File: src/shared/sfcmd_map.vh
// Opcodes, address layout and timing constants of the serial flash command sequencer
`ifndef SFCMD_MAP_VH
`define SFCMD_MAP_VH
// Read opcodes, clock-polarity forms
`define SFCMD_OP_CAR_POL 8'h68
`define SFCMD_OP_PGRD_POL 8'h52
`define SFCMD_OP_BUFRD_POL 8'h54
`define SFCMD_OP_STAT_POL 8'h57
// Read opcodes, SPI-mode forms
`define SFCMD_OP_CAR_SPI 8'he8
`define SFCMD_OP_PGRD_SPI 8'hd2
`define SFCMD_OP_BUFRD_SPI 8'hd4
`define SFCMD_OP_STAT_SPI 8'hd7
// Program, erase and transfer opcodes
`define SFCMD_OP_BUFWR 8'h84
`define SFCMD_OP_PROG_ERASE 8'h83
`define SFCMD_OP_PROG_ONLY 8'h88
`define SFCMD_OP_PAGE_ERASE 8'h81
`define SFCMD_OP_BLOCK_ERASE 8'h50
`define SFCMD_OP_PROG_THRU 8'h82
`define SFCMD_OP_XFER 8'h53
`define SFCMD_OP_CMP 8'h60
`define SFCMD_OP_REWRITE 8'h58
// Address field positions in the 24-bit address word
`define SFCMD_PA_HI 17
`define SFCMD_PA_LO 9
`define SFCMD_BA_HI 8
`define SFCMD_BA_LO 0
// Don't-care bytes after the address
`define SFCMD_DUMMY_ARRAY 4
`define SFCMD_DUMMY_BUF 1
// Clock rate and operation limits
`define SFCMD_CLK_MHZ 20
`define SFCMD_T_XFR_US 200
`define SFCMD_T_EP_MS 20
`define SFCMD_T_P_MS 15
`define SFCMD_T_PE_MS 10
`define SFCMD_T_BE_MS 15
`define SFCMD_T_CSB_NS 200
`define SFCMD_CYC_XFR (`SFCMD_T_XFR_US * `SFCMD_CLK_MHZ)
`define SFCMD_CYC_EP (`SFCMD_T_EP_MS * 1000 * `SFCMD_CLK_MHZ)
`define SFCMD_CYC_P (`SFCMD_T_P_MS * 1000 * `SFCMD_CLK_MHZ)
`define SFCMD_CYC_PE (`SFCMD_T_PE_MS * 1000 * `SFCMD_CLK_MHZ)
`define SFCMD_CYC_BE (`SFCMD_T_BE_MS * 1000 * `SFCMD_CLK_MHZ)
`define SFCMD_CYC_CSB ((`SFCMD_T_CSB_NS * `SFCMD_CLK_MHZ) / 1000)
`endif

File: src/rtl/sfcmd_core.v
// Serial flash command decoder, sequencer and ready/busy timing
//
// Overview of operation
// Accept either clock idle level at select
// Sample serial input on clock rising edge
// Idle-low suits mode 0, idle-high mode 3
// Decode 68H and E8H as continuous read
// Decode 52H and D2H as page read
// Decode 54H and D4H as buffer read
// Decode 57H and D7H as status read
// Opcode then address; status read without address
// Whole bytes, eight clocks, consecutive locations
// Transfer or compare done within 200 us
// Program and erase done within bounded times
// Busy low within 200 ns of select rise
// Host holds select high before reset release
// Host sends reserved address bits as zero
// Page written directly or via buffer
// Host rewrites sector pages every 10,000 ops
// Host rewrites using its page pointer
// Sector decoded from upper page address bits
// Address is 6 reserved, 9 page, 9 byte
// Busy held low until operation completes
`timescale 1ns/10ps
`include "sfcmd_map.vh"
module sfcmd_core #(
	parameter CYC_XFR = `SFCMD_CYC_XFR,
	parameter CYC_EP = `SFCMD_CYC_EP,
	parameter CYC_P = `SFCMD_CYC_P,
	parameter CYC_PE = `SFCMD_CYC_PE,
	parameter CYC_BE = `SFCMD_CYC_BE
) (
	input wire ref_clk,
	input wire rstn,
	input wire csN,
	input wire sck,
	input wire si,
	output reg so,
	output reg soEn,
	output reg readyBusyN,
	output wire [1:0] sector,
	output wire [8:0] pageAddr,
	output wire [8:0] byteAddr,
	output wire rdValid,
	input wire rdReady,
	output wire [7:0] rdData,
	input wire [7:0] memData,
	output wire [7:0] opcode,
	output reg opStart
);
	////////////////////////////////////////////////////////////////
	// Command classes and sequencer states
	localparam CLS_NONE = 3'h0;
	localparam CLS_STAT = 3'h1;
	localparam CLS_ARRAY = 3'h2;
	localparam CLS_BUFRD = 3'h3;
	localparam CLS_WRITE = 3'h4;
	localparam CLS_TIMED = 3'h5;
	localparam ST_OPC = 2'h0;
	localparam ST_ADDR = 2'h1;
	localparam ST_DUMMY = 2'h2;
	localparam ST_DATA = 2'h3;
	localparam ST_IDLE = 1'b0;
	localparam ST_BUSY = 1'b1;
	// Don't-care byte counts, cut to the counter's width where used
	localparam DUMMY_ARRAY = `SFCMD_DUMMY_ARRAY;
	localparam DUMMY_BUF = `SFCMD_DUMMY_BUF;

	// Opcode class lookup, used for the opcode byte and the launch
	function [2:0] opClass;
		input [7:0] op;
		begin
			case (op)
				`SFCMD_OP_STAT_POL, `SFCMD_OP_STAT_SPI: opClass = CLS_STAT;
				`SFCMD_OP_CAR_POL, `SFCMD_OP_CAR_SPI,
				`SFCMD_OP_PGRD_POL, `SFCMD_OP_PGRD_SPI: opClass = CLS_ARRAY;
				`SFCMD_OP_BUFRD_POL, `SFCMD_OP_BUFRD_SPI: opClass = CLS_BUFRD;
				`SFCMD_OP_BUFWR: opClass = CLS_WRITE;
				`SFCMD_OP_PROG_ERASE, `SFCMD_OP_PROG_ONLY, `SFCMD_OP_PAGE_ERASE,
				`SFCMD_OP_BLOCK_ERASE, `SFCMD_OP_XFER, `SFCMD_OP_CMP,
				`SFCMD_OP_REWRITE: opClass = CLS_TIMED;
				`SFCMD_OP_PROG_THRU: opClass = CLS_TIMED;
				default: opClass = CLS_NONE;
			endcase
		end
	endfunction

	// Self-timed duration of a launched command, in clock cycles
	function [31:0] opCycles;
		input [7:0] op;
		begin
			case (op)
				`SFCMD_OP_XFER, `SFCMD_OP_CMP: opCycles = CYC_XFR;
				`SFCMD_OP_PROG_ERASE, `SFCMD_OP_PROG_THRU,
				`SFCMD_OP_REWRITE: opCycles = CYC_EP;
				`SFCMD_OP_PROG_ONLY: opCycles = CYC_P;
				`SFCMD_OP_PAGE_ERASE: opCycles = CYC_PE;
				`SFCMD_OP_BLOCK_ERASE: opCycles = CYC_BE;
				default: opCycles = 32'h1;
			endcase
		end
	endfunction

	////////////////////////////////////////////////////////////////
	// Pin synchronisers; select idles high so its stages reset high
	wire csLvl, csRise, csFall;
	wire sckRise, sckFall;
	wire siLvl;
	sfcmd_sync #(.RESET_VAL(1'b1)) uCs (.ref_clk(ref_clk), .rstn(rstn), .async(csN),
		.level(csLvl), .rise(csRise), .fall(csFall));
	sfcmd_sync #(.RESET_VAL(1'b0)) uSck (.ref_clk(ref_clk), .rstn(rstn), .async(sck),
		.level(), .rise(sckRise), .fall(sckFall));
	sfcmd_sync #(.RESET_VAL(1'b0)) uSi (.ref_clk(ref_clk), .rstn(rstn), .async(si),
		.level(siLvl), .rise(), .fall());

	////////////////////////////////////////////////////////////////
	// Shift state
	reg [1:0] phase_r; // Command phase
	reg [2:0] bitCnt_r; // Bit within the current byte
	reg [7:0] shiftIn_r; // Incoming byte
	reg [7:0] opcode_r; // Latched opcode
	reg [2:0] cls_r; // Latched class
	reg [23:0] addr_r; // Address word, MSB first
	reg [1:0] addrCnt_r; // Address bytes seen
	reg [2:0] dummyCnt_r; // Don't-care bytes left
	reg [7:0] shiftOut_r; // Outgoing byte
	reg busyState_r; // Self-timed operation running
	reg [31:0] timer_r; // Cycles left in the operation
	reg pendLaunch_r; // Launch waiting for select rise
	reg fetch_r; // Request a word into the buffer
	wire [7:0] nextByte = {shiftIn_r[6:0], siLvl};
	wire byteDone = sckRise & (bitCnt_r == 3'h7) & ~csLvl;
	wire [7:0] statusByte = {readyBusyN, 7'h00};
	wire fifoOutValid;
	wire [7:0] fifoOutData;
	wire fifoInReady;
	wire fifoPop;

	assign opcode = opcode_r;
	assign pageAddr = addr_r[`SFCMD_PA_HI:`SFCMD_PA_LO];
	assign byteAddr = addr_r[`SFCMD_BA_HI:`SFCMD_BA_LO];
	// Upper six page bits pick the sector; low page bits ignored
	assign sector = pageAddr[8] ? 2'h2 : (pageAddr[8:3] == 6'h00 ? 2'h0 : 2'h1);

	////////////////////////////////////////////////////////////////
	// Buffer between memory fetch and the serial shifter
	sfcmd_skid #(.WIDTH(8)) uBuf (.ref_clk(ref_clk), .rstn(rstn),
		.inValid(fetch_r), .inReady(fifoInReady), .inData(memData),
		.outValid(fifoOutValid), .outReady(fifoPop), .outData(fifoOutData));
	// Shifter takes a word at each data-phase byte boundary, except in status reads and buffer writes
	assign fifoPop = byteDone & (phase_r == ST_DATA) & (cls_r != CLS_STAT)
		& (cls_r != CLS_WRITE);
	assign rdValid = fifoOutValid;
	assign rdData = fifoOutData;

	////////////////////////////////////////////////////////////////
	// Command shifter: bits on rising edge, whole bytes only
	always @(posedge ref_clk) begin
		if (!rstn) begin
			phase_r <= ST_OPC;
			bitCnt_r <= 3'h0;
			shiftIn_r <= 8'h00;
			opcode_r <= 8'h00;
			cls_r <= CLS_NONE;
			addr_r <= 24'h000000;
			addrCnt_r <= 2'h0;
			dummyCnt_r <= 3'h0;
			fetch_r <= 1'b0;
			pendLaunch_r <= 1'b0;
		end else begin
			fetch_r <= 1'b0;
			if (csFall) begin
				// Either clock level is fine here; only rising edges count
				phase_r <= ST_OPC;
				bitCnt_r <= 3'h0;
				addrCnt_r <= 2'h0;
				pendLaunch_r <= 1'b0;
			end else if (csRise) begin
				pendLaunch_r <= 1'b0;
			end else if (sckRise && !csLvl) begin
				shiftIn_r <= nextByte;
				bitCnt_r <= bitCnt_r + 3'h1;
				if (bitCnt_r == 3'h7) begin
					case (phase_r)
						ST_OPC: begin
							opcode_r <= nextByte;
							cls_r <= opClass(nextByte);
							// Status read has no address bytes
							if (opClass(nextByte) == CLS_STAT) begin
								phase_r <= ST_DATA;
							end else begin
								phase_r <= ST_ADDR;
							end
						end
						ST_ADDR: begin
							addr_r <= {addr_r[15:0], nextByte};
							addrCnt_r <= addrCnt_r + 2'h1;
							if (addrCnt_r == 2'h2) begin
								if (cls_r == CLS_ARRAY) begin
									phase_r <= ST_DUMMY;
									dummyCnt_r <= DUMMY_ARRAY[2:0];
								end else if (cls_r == CLS_BUFRD) begin
									phase_r <= ST_DUMMY;
									dummyCnt_r <= DUMMY_BUF[2:0];
								end else begin
									phase_r <= ST_DATA;
									pendLaunch_r <= (cls_r == CLS_TIMED);
								end
							end
						end
						ST_DUMMY: begin
							dummyCnt_r <= dummyCnt_r - 3'h1;
							if (dummyCnt_r == 3'h1)
								phase_r <= ST_DATA;
						end
						default: begin
							// Next byte from the next location
							if (cls_r != CLS_STAT)
								addr_r[8:0] <= addr_r[8:0] + 9'h001;
						end
					endcase
				end
			end
			// Prefetch one word ahead of the shifter
			if (phase_r != ST_OPC && phase_r != ST_ADDR && fifoInReady && !fetch_r
				&& (cls_r == CLS_ARRAY || cls_r == CLS_BUFRD) && !fifoOutValid)
				fetch_r <= 1'b1;
		end
	end

	////////////////////////////////////////////////////////////////
	// Output shifter: changes on falling edge, MSB first
	always @(posedge ref_clk) begin
		if (!rstn) begin
			shiftOut_r <= 8'h00;
			so <= 1'b0;
			soEn <= 1'b0;
		end else begin
			// Phase still shows the last frame at select fall; keep the pin off then
			soEn <= ~csLvl & ~csFall & (phase_r == ST_DATA) & (cls_r != CLS_WRITE)
				& (cls_r != CLS_TIMED) & (cls_r != CLS_NONE);
			if (byteDone && (phase_r == ST_DATA || (phase_r == ST_OPC
				&& opClass(nextByte) == CLS_STAT)
				|| (phase_r == ST_DUMMY && dummyCnt_r == 3'h1))) begin
				shiftOut_r <= (cls_r == CLS_STAT || phase_r == ST_OPC) ? statusByte
					: fifoOutData;
			end else if (sckFall) begin
				so <= shiftOut_r[7];
				shiftOut_r <= {shiftOut_r[6:0], 1'b0};
			end
		end
	end

	////////////////////////////////////////////////////////////////
	// Self-timed operation: busy starts on select rise, ends by timer
	always @(posedge ref_clk) begin
		if (!rstn) begin
			busyState_r <= ST_IDLE;
			timer_r <= 32'h0;
			readyBusyN <= 1'b1;
			opStart <= 1'b0;
		end else begin
			opStart <= 1'b0;
			case (busyState_r)
				ST_IDLE: begin
					if (csRise && pendLaunch_r) begin
						// Synchroniser delay is 3 cycles, inside the 200 ns bound
						readyBusyN <= 1'b0;
						opStart <= 1'b1;
						timer_r <= opCycles(opcode_r);
						busyState_r <= ST_BUSY;
					end
				end
				default: begin
					if (timer_r <= 32'h1) begin
						readyBusyN <= 1'b1;
						busyState_r <= ST_IDLE;
					end else begin
						timer_r <= timer_r - 32'h1;
					end
				end
			endcase
		end
	end
endmodule // sfcmd_core

File: src/rtl/sfcmd_skid.v
// Two-entry buffer with valid and ready on both sides
`timescale 1ns/10ps
module sfcmd_skid #(
	parameter WIDTH = 8
) (
	input wire ref_clk,
	input wire rstn,
	input wire inValid,
	output wire inReady,
	input wire [WIDTH-1:0] inData,
	output wire outValid,
	input wire outReady,
	output reg [WIDTH-1:0] outData
);
	reg [WIDTH-1:0] spare_r; // Second slot, used only while stalled
	reg [1:0] count_r; // Words held, 0 to 2
	wire pushW = inValid & inReady;
	wire popW = outValid & outReady;
	assign inReady = (count_r != 2'h2);
	assign outValid = (count_r != 2'h0);
	////////////////////////////////////////////////////////////////
	// Head is outData; spare moves up on a pop
	always @(posedge ref_clk) begin
		if (!rstn) begin
			count_r <= 2'h0;
			outData <= {WIDTH{1'b0}};
			spare_r <= {WIDTH{1'b0}};
		end else begin
			count_r <= count_r + {1'b0, pushW} - {1'b0, popW};
			if (popW) begin
				// Refill head from spare or from the new word
				if (count_r == 2'h2)
					outData <= spare_r;
				else if (pushW)
					outData <= inData;
			end else if (pushW) begin
				if (count_r == 2'h0)
					outData <= inData;
				else
					spare_r <= inData;
			end
			if (popW && pushW && count_r == 2'h2)
				spare_r <= inData;
		end
	end
endmodule // sfcmd_skid

File: src/rtl/sfcmd_sync.v
// Two-flop synchroniser with edge detection on the synchronised level
`timescale 1ns/10ps
module sfcmd_sync #(
	parameter RESET_VAL = 1'b0
) (
	input wire ref_clk,
	input wire rstn,
	input wire async,
	output reg level,
	output wire rise,
	output wire fall
);
	reg meta_r; // First stage, read only by the second
	reg prev_r; // Previous synchronised level
	////////////////////////////////////////////////////////////////
	// Two stages then one delay for the edge detectors
	always @(posedge ref_clk) begin
		if (!rstn) begin
			meta_r <= RESET_VAL;
			level <= RESET_VAL;
			prev_r <= RESET_VAL;
		end else begin
			meta_r <= async;
			level <= meta_r;
			prev_r <= level;
		end
	end
	assign rise = level & ~prev_r;
	assign fall = ~level & prev_r;
endmodule // sfcmd_sync

File: config.mk
export PLATFORM = sky130hd
export DESIGN_NAME = sfcmd_core
export DESIGN_NICKNAME = d
export VERILOG_FILES = /design/src/rtl/sfcmd_core.v /design/src/rtl/sfcmd_skid.v /design/src/rtl/sfcmd_sync.v
export VERILOG_INCLUDE_DIRS = /design/src /design/src/shared
export SDC_FILE = /design/constraint.sdc
export NUM_CORES = 1
export LEC_CHECK = 0
export BUFFER_PORTS_ARGS = -buffer_cell sky130_fd_sc_hd__buf_2
export CAP_MARGIN = 40
export CELL_PAD_IN_SITES_DETAIL_PLACEMENT = 0
export CELL_PAD_IN_SITES_GLOBAL_PLACEMENT = 1
export CORE_ASPECT_RATIO = 1.5
export CORE_UTILIZATION = 40
export CTS_BUF_LIST = sky130_fd_sc_hd__clkbuf_8 sky130_fd_sc_hd__clkbuf_16
export CTS_CLUSTER_SIZE = 10
export DETAILED_ROUTE_END_ITERATION = 10
export PLACE_DENSITY_LB_ADDON = 0.1
export SETUP_SLACK_MARGIN = 0.02
export SYNTH_ARGS = -nofsm -noshare
export SYNTH_HDL_FRONTEND = slang
export SYNTH_SLANG_ARGS = --single-unit
File: constraint.sdc
create_clock -name ref_clk -period 2.7 [get_ports ref_clk]
set_clock_uncertainty 0.2 [all_clocks]
set_input_delay 0.135 -clock ref_clk [delete_from_list [all_inputs] [get_ports ref_clk]]
set_output_delay 0.135 -clock ref_clk [all_outputs]
set_load 0.02 [all_outputs]
==> results_dict.tcl <==
set metrics [dict create \
    worstPathArrival_ns 2.67 \
    core_um2 15000 \
    synth_cell_types 78 \
    grt_pass1_wl_mm 28.1 \
    area_growth_pct 21.6 \
    timing.hold.ws_ns 0.0335 \
    cp-startpoint "timer_r[26]" \
    hold_violations 0 \
    io_buffers 53 \
    ir_worst_vdd_mv 0.399 \
    cp-end-kind "flop" \
    power_density_nw_per_um2 542 \
    final-instance-count-excl-fill 1021 \
    path_class "reg2reg" \
    antenna_found_initial 0 \
    tritoncts "done" \
    clkTransAtPathRegs_ns 0.06 \
    syn_avg_cell_area_um2 8.37 \
    root_buffer "clkbuf_16" \
    ys_warn_count 0 \
    first_global_vias 5827 \
    n_antenna_cell 0 \
    avgViaCountPerCell 5.67 \
    reg2reg_from "timer_r[26]" \
    start_kind "flop" \
    cts-buffers-inserted 17 \
    leakagePower_nw 3.02 \
    design.portCount 55 \
    synth.net_count 760 \
    max_stage_delay_ns 0.58 \
    drv_cap 0 \
    cts_max_level 4 \
    crit_family "simple AND/OR/NAND/NOR gates" \
    whs_endpoint "uBuf.spare_r[0]" \
    final.period_utilization_pct 95.7 \
    rr_worst_depth 4 \
    dpl.hpwl_mm 11.8 \
    synthCells 732 \
    num-nets-final 838 \
    drtPass1Iterations 8 \
    hold_path_depth 3 \
    clockBufferDepth 2 \
    total_power_mw 4.03 \
    reg2reg_setup_slack_ns 0.12 \
    ys_seq_area_share_pct 38.9 \
    drt_iter0_drc 199 \
    gp_congestion 0.826 \
    slew_headroom_pct 64.9 \
    clk_latency_ns 0.40 \
    hold_start "rstn" \
    grt_max_degree 47 \
    placed_cell_area_um2 6760 \
    layout-drive-gt1-share_pct 18.1 \
    dieArea_um2 15800 \
    final_cell_area_um2 7450 \
    overflow 0 \
    ys_ff_latch 119 \
    worstPathMaxFanout 12 \
    routed_wirelength_mm 16.8 \
    r2r_end "timer_r[9]" \
    worstMarginPinSlew_ns 0.513 \
    fillerInstances 1577 \
    worstPathRequired_ns 2.79 \
    synth_flop_cell "dfxtp_1" \
    dp_cells 978 \
    die_w_um 103 \
    clkSinkCount 119 \
    hp-class "in2reg" \
    cp_cell_sequence "or4_1 > or4_4 > o31a_2 > a311o_1" \
    fmax_ghz 0.387 \
    drcViolationCount 0 \
    final_cell_mix "dfxtp_1, nor2_1, nand2_1" \
    period_minus_slack_ns 2.58 \
    start_util_pct 40.8 \
    synth_edf_count 0 \
    finalSetupViolations 0 \
    rsz0062_at_grt "false" \
    vias 5793 \
    status "finished clean" \
    slowest_stage "or4_1" \
    slew_violations 0 \
    tns_ns 0 \
    grt_use_total_pct 22.5 \
    syn-cell-area_um2 6130 \
    async_flop_share_pct 0 \
    mostFrequentLayoutCell "dfxtp_1" \
    crit_buf_inv 0 \
    ant_nets 0 \
    wl_per_cell_um 16.4 \
    rows 55 \
    die_y_um 154 \
]
[synthesized netlist by cell type (4+ instances only)]
library cell	n	area (µm²)
inv_1	22	82.6
nor2_1	82	308
ha_1	14	175
mux2i_1	40	400
nor4bb_1	7	70.1
or3_1	18	113
o41ai_1	4	35.0
nand2b_1	10	62.6
nor4_1	10	62.6
o21a_1	6	45.0
clkbuf_1	39	146
a22o_1	4	35.0
a31oi_1	6	37.5
o21ai_0	28	140
xnor2_1	4	35.0
and3_1	7	43.8
o211ai_1	5	37.5
nor4b_1	4	35.0
buf_2	4	20.0
xor2_1	4	35.0
o2111ai_1	5	43.8
nand4_1	11	68.8
a222oi_1	6	60.1
nand4b_1	7	61.3
a211oi_1	5	37.5
nor3_1	19	95.1
nand3_1	15	75.1
nand2_1	74	278
and2_1	12	75.1
o31ai_1	5	37.5
a21oi_1	55	275
nor3b_1	4	30.0
or4_1	5	37.5
dfxtp_1	119	2380
[stage by stage]
stage               utilization (%)  worst slack [ns]
global placement               45.0            0.0715
detailed placement             45.0            0.0771
floorplan                         -             0.176
finish                         49.6             0.116
CTS                            49.6            0.0695
global route                   49.6            0.0227
[worst register-to-register path: cells and delay by family (launching register included)]
| kind | cells | cell delay [ns] |
|---|---|---|
| compound gates | 2 | 0.77 |
| flops | 1 | 0.34 |
| simple gates | 2 | 1.17 |
[area by class of cell]
type | count | area (µm²) | share of cell area [%]
Timing Repair Buffer | 108 | 703 | 9.44
Sequential cell | 119 | 2380 | 32.0
Clock buffer | 18 | 439 | 5.90
Inverter | 23 | 86.3 | 1.16
Clock inverter | 13 | 134 | 1.80
Tap cell | 199 | 249 | 3.34
Multi-Input combinational cell | 541 | 3450 | 46.4
[flip-flops by register name, summed over array words and instances (netlist names), 2 cells and up]
signal / count
timer_r: 32
addr_r: 18
opcode: 8
shiftOut_r: 8
uBuf.outData: 8
uBuf.spare_r: 8
shiftIn_r: 7
bitCnt_r: 3
cls_r: 3
dummyCnt_r: 3
addrCnt_r: 2
phase_r: 2
uBuf.count_r: 2
[per-layer routing]
| metal | vias to the layer above | global-route usage [%] | wire length (µm) |
|---|---|---|---|
| li1 | 2849 | - | - |
| met1 | 2803 | 24.8 | 6900 |
| met2 | 116 | 42.0 | 9060 |
| met3 | 25 | 4.05 | 449 |
| met4 | 0 | 8.12 | 378 |
| met5 | - | 0 | 0 |
[kinds of logic after synthesis]
logic type	synth area share (%)
buffers and inverters	4.86
xor gates and xnor gates	1.14
DFF	38.9
muxes	7.09
and+or+nand+nor	26.5
AOI/OAI and AO/OA	18.7
adders and majority gates	2.86
[worst max path at each step]
stage                      end  depth (start not counted)
6_report            timer_r[9]                          4
5_1_grt        uBuf.count_r[1]                         11
3_5_place_dp        timer_r[7]                          4
4_1_cts             timer_r[7]                          4
2_1_floorplan       timer_r[7]                          6
3_3_place_gp        timer_r[9]                          4
[power breakdown]
group | switching [mW] | internal, mW | leakage (nW) | total, mW
combinational | 0.0527 | 0.0334 | 1.79 | 0.0860
clock | 0.813 | 1.37 | 0.271 | 2.18
sequential | 0.00488 | 1.76 | 0.960 | 1.77
total | 0.871 | 3.16 | 3.02 | 4.03
[timing repair]
action	4_1_cts	5_1_grt
hold buffers	11	0
setup buffers	0	0
setup endpoints to repair	0	4
resized for setup	0	1
hold endpoints to repair	19	0
Note: power is estimated with default switching activity, not from simulation.
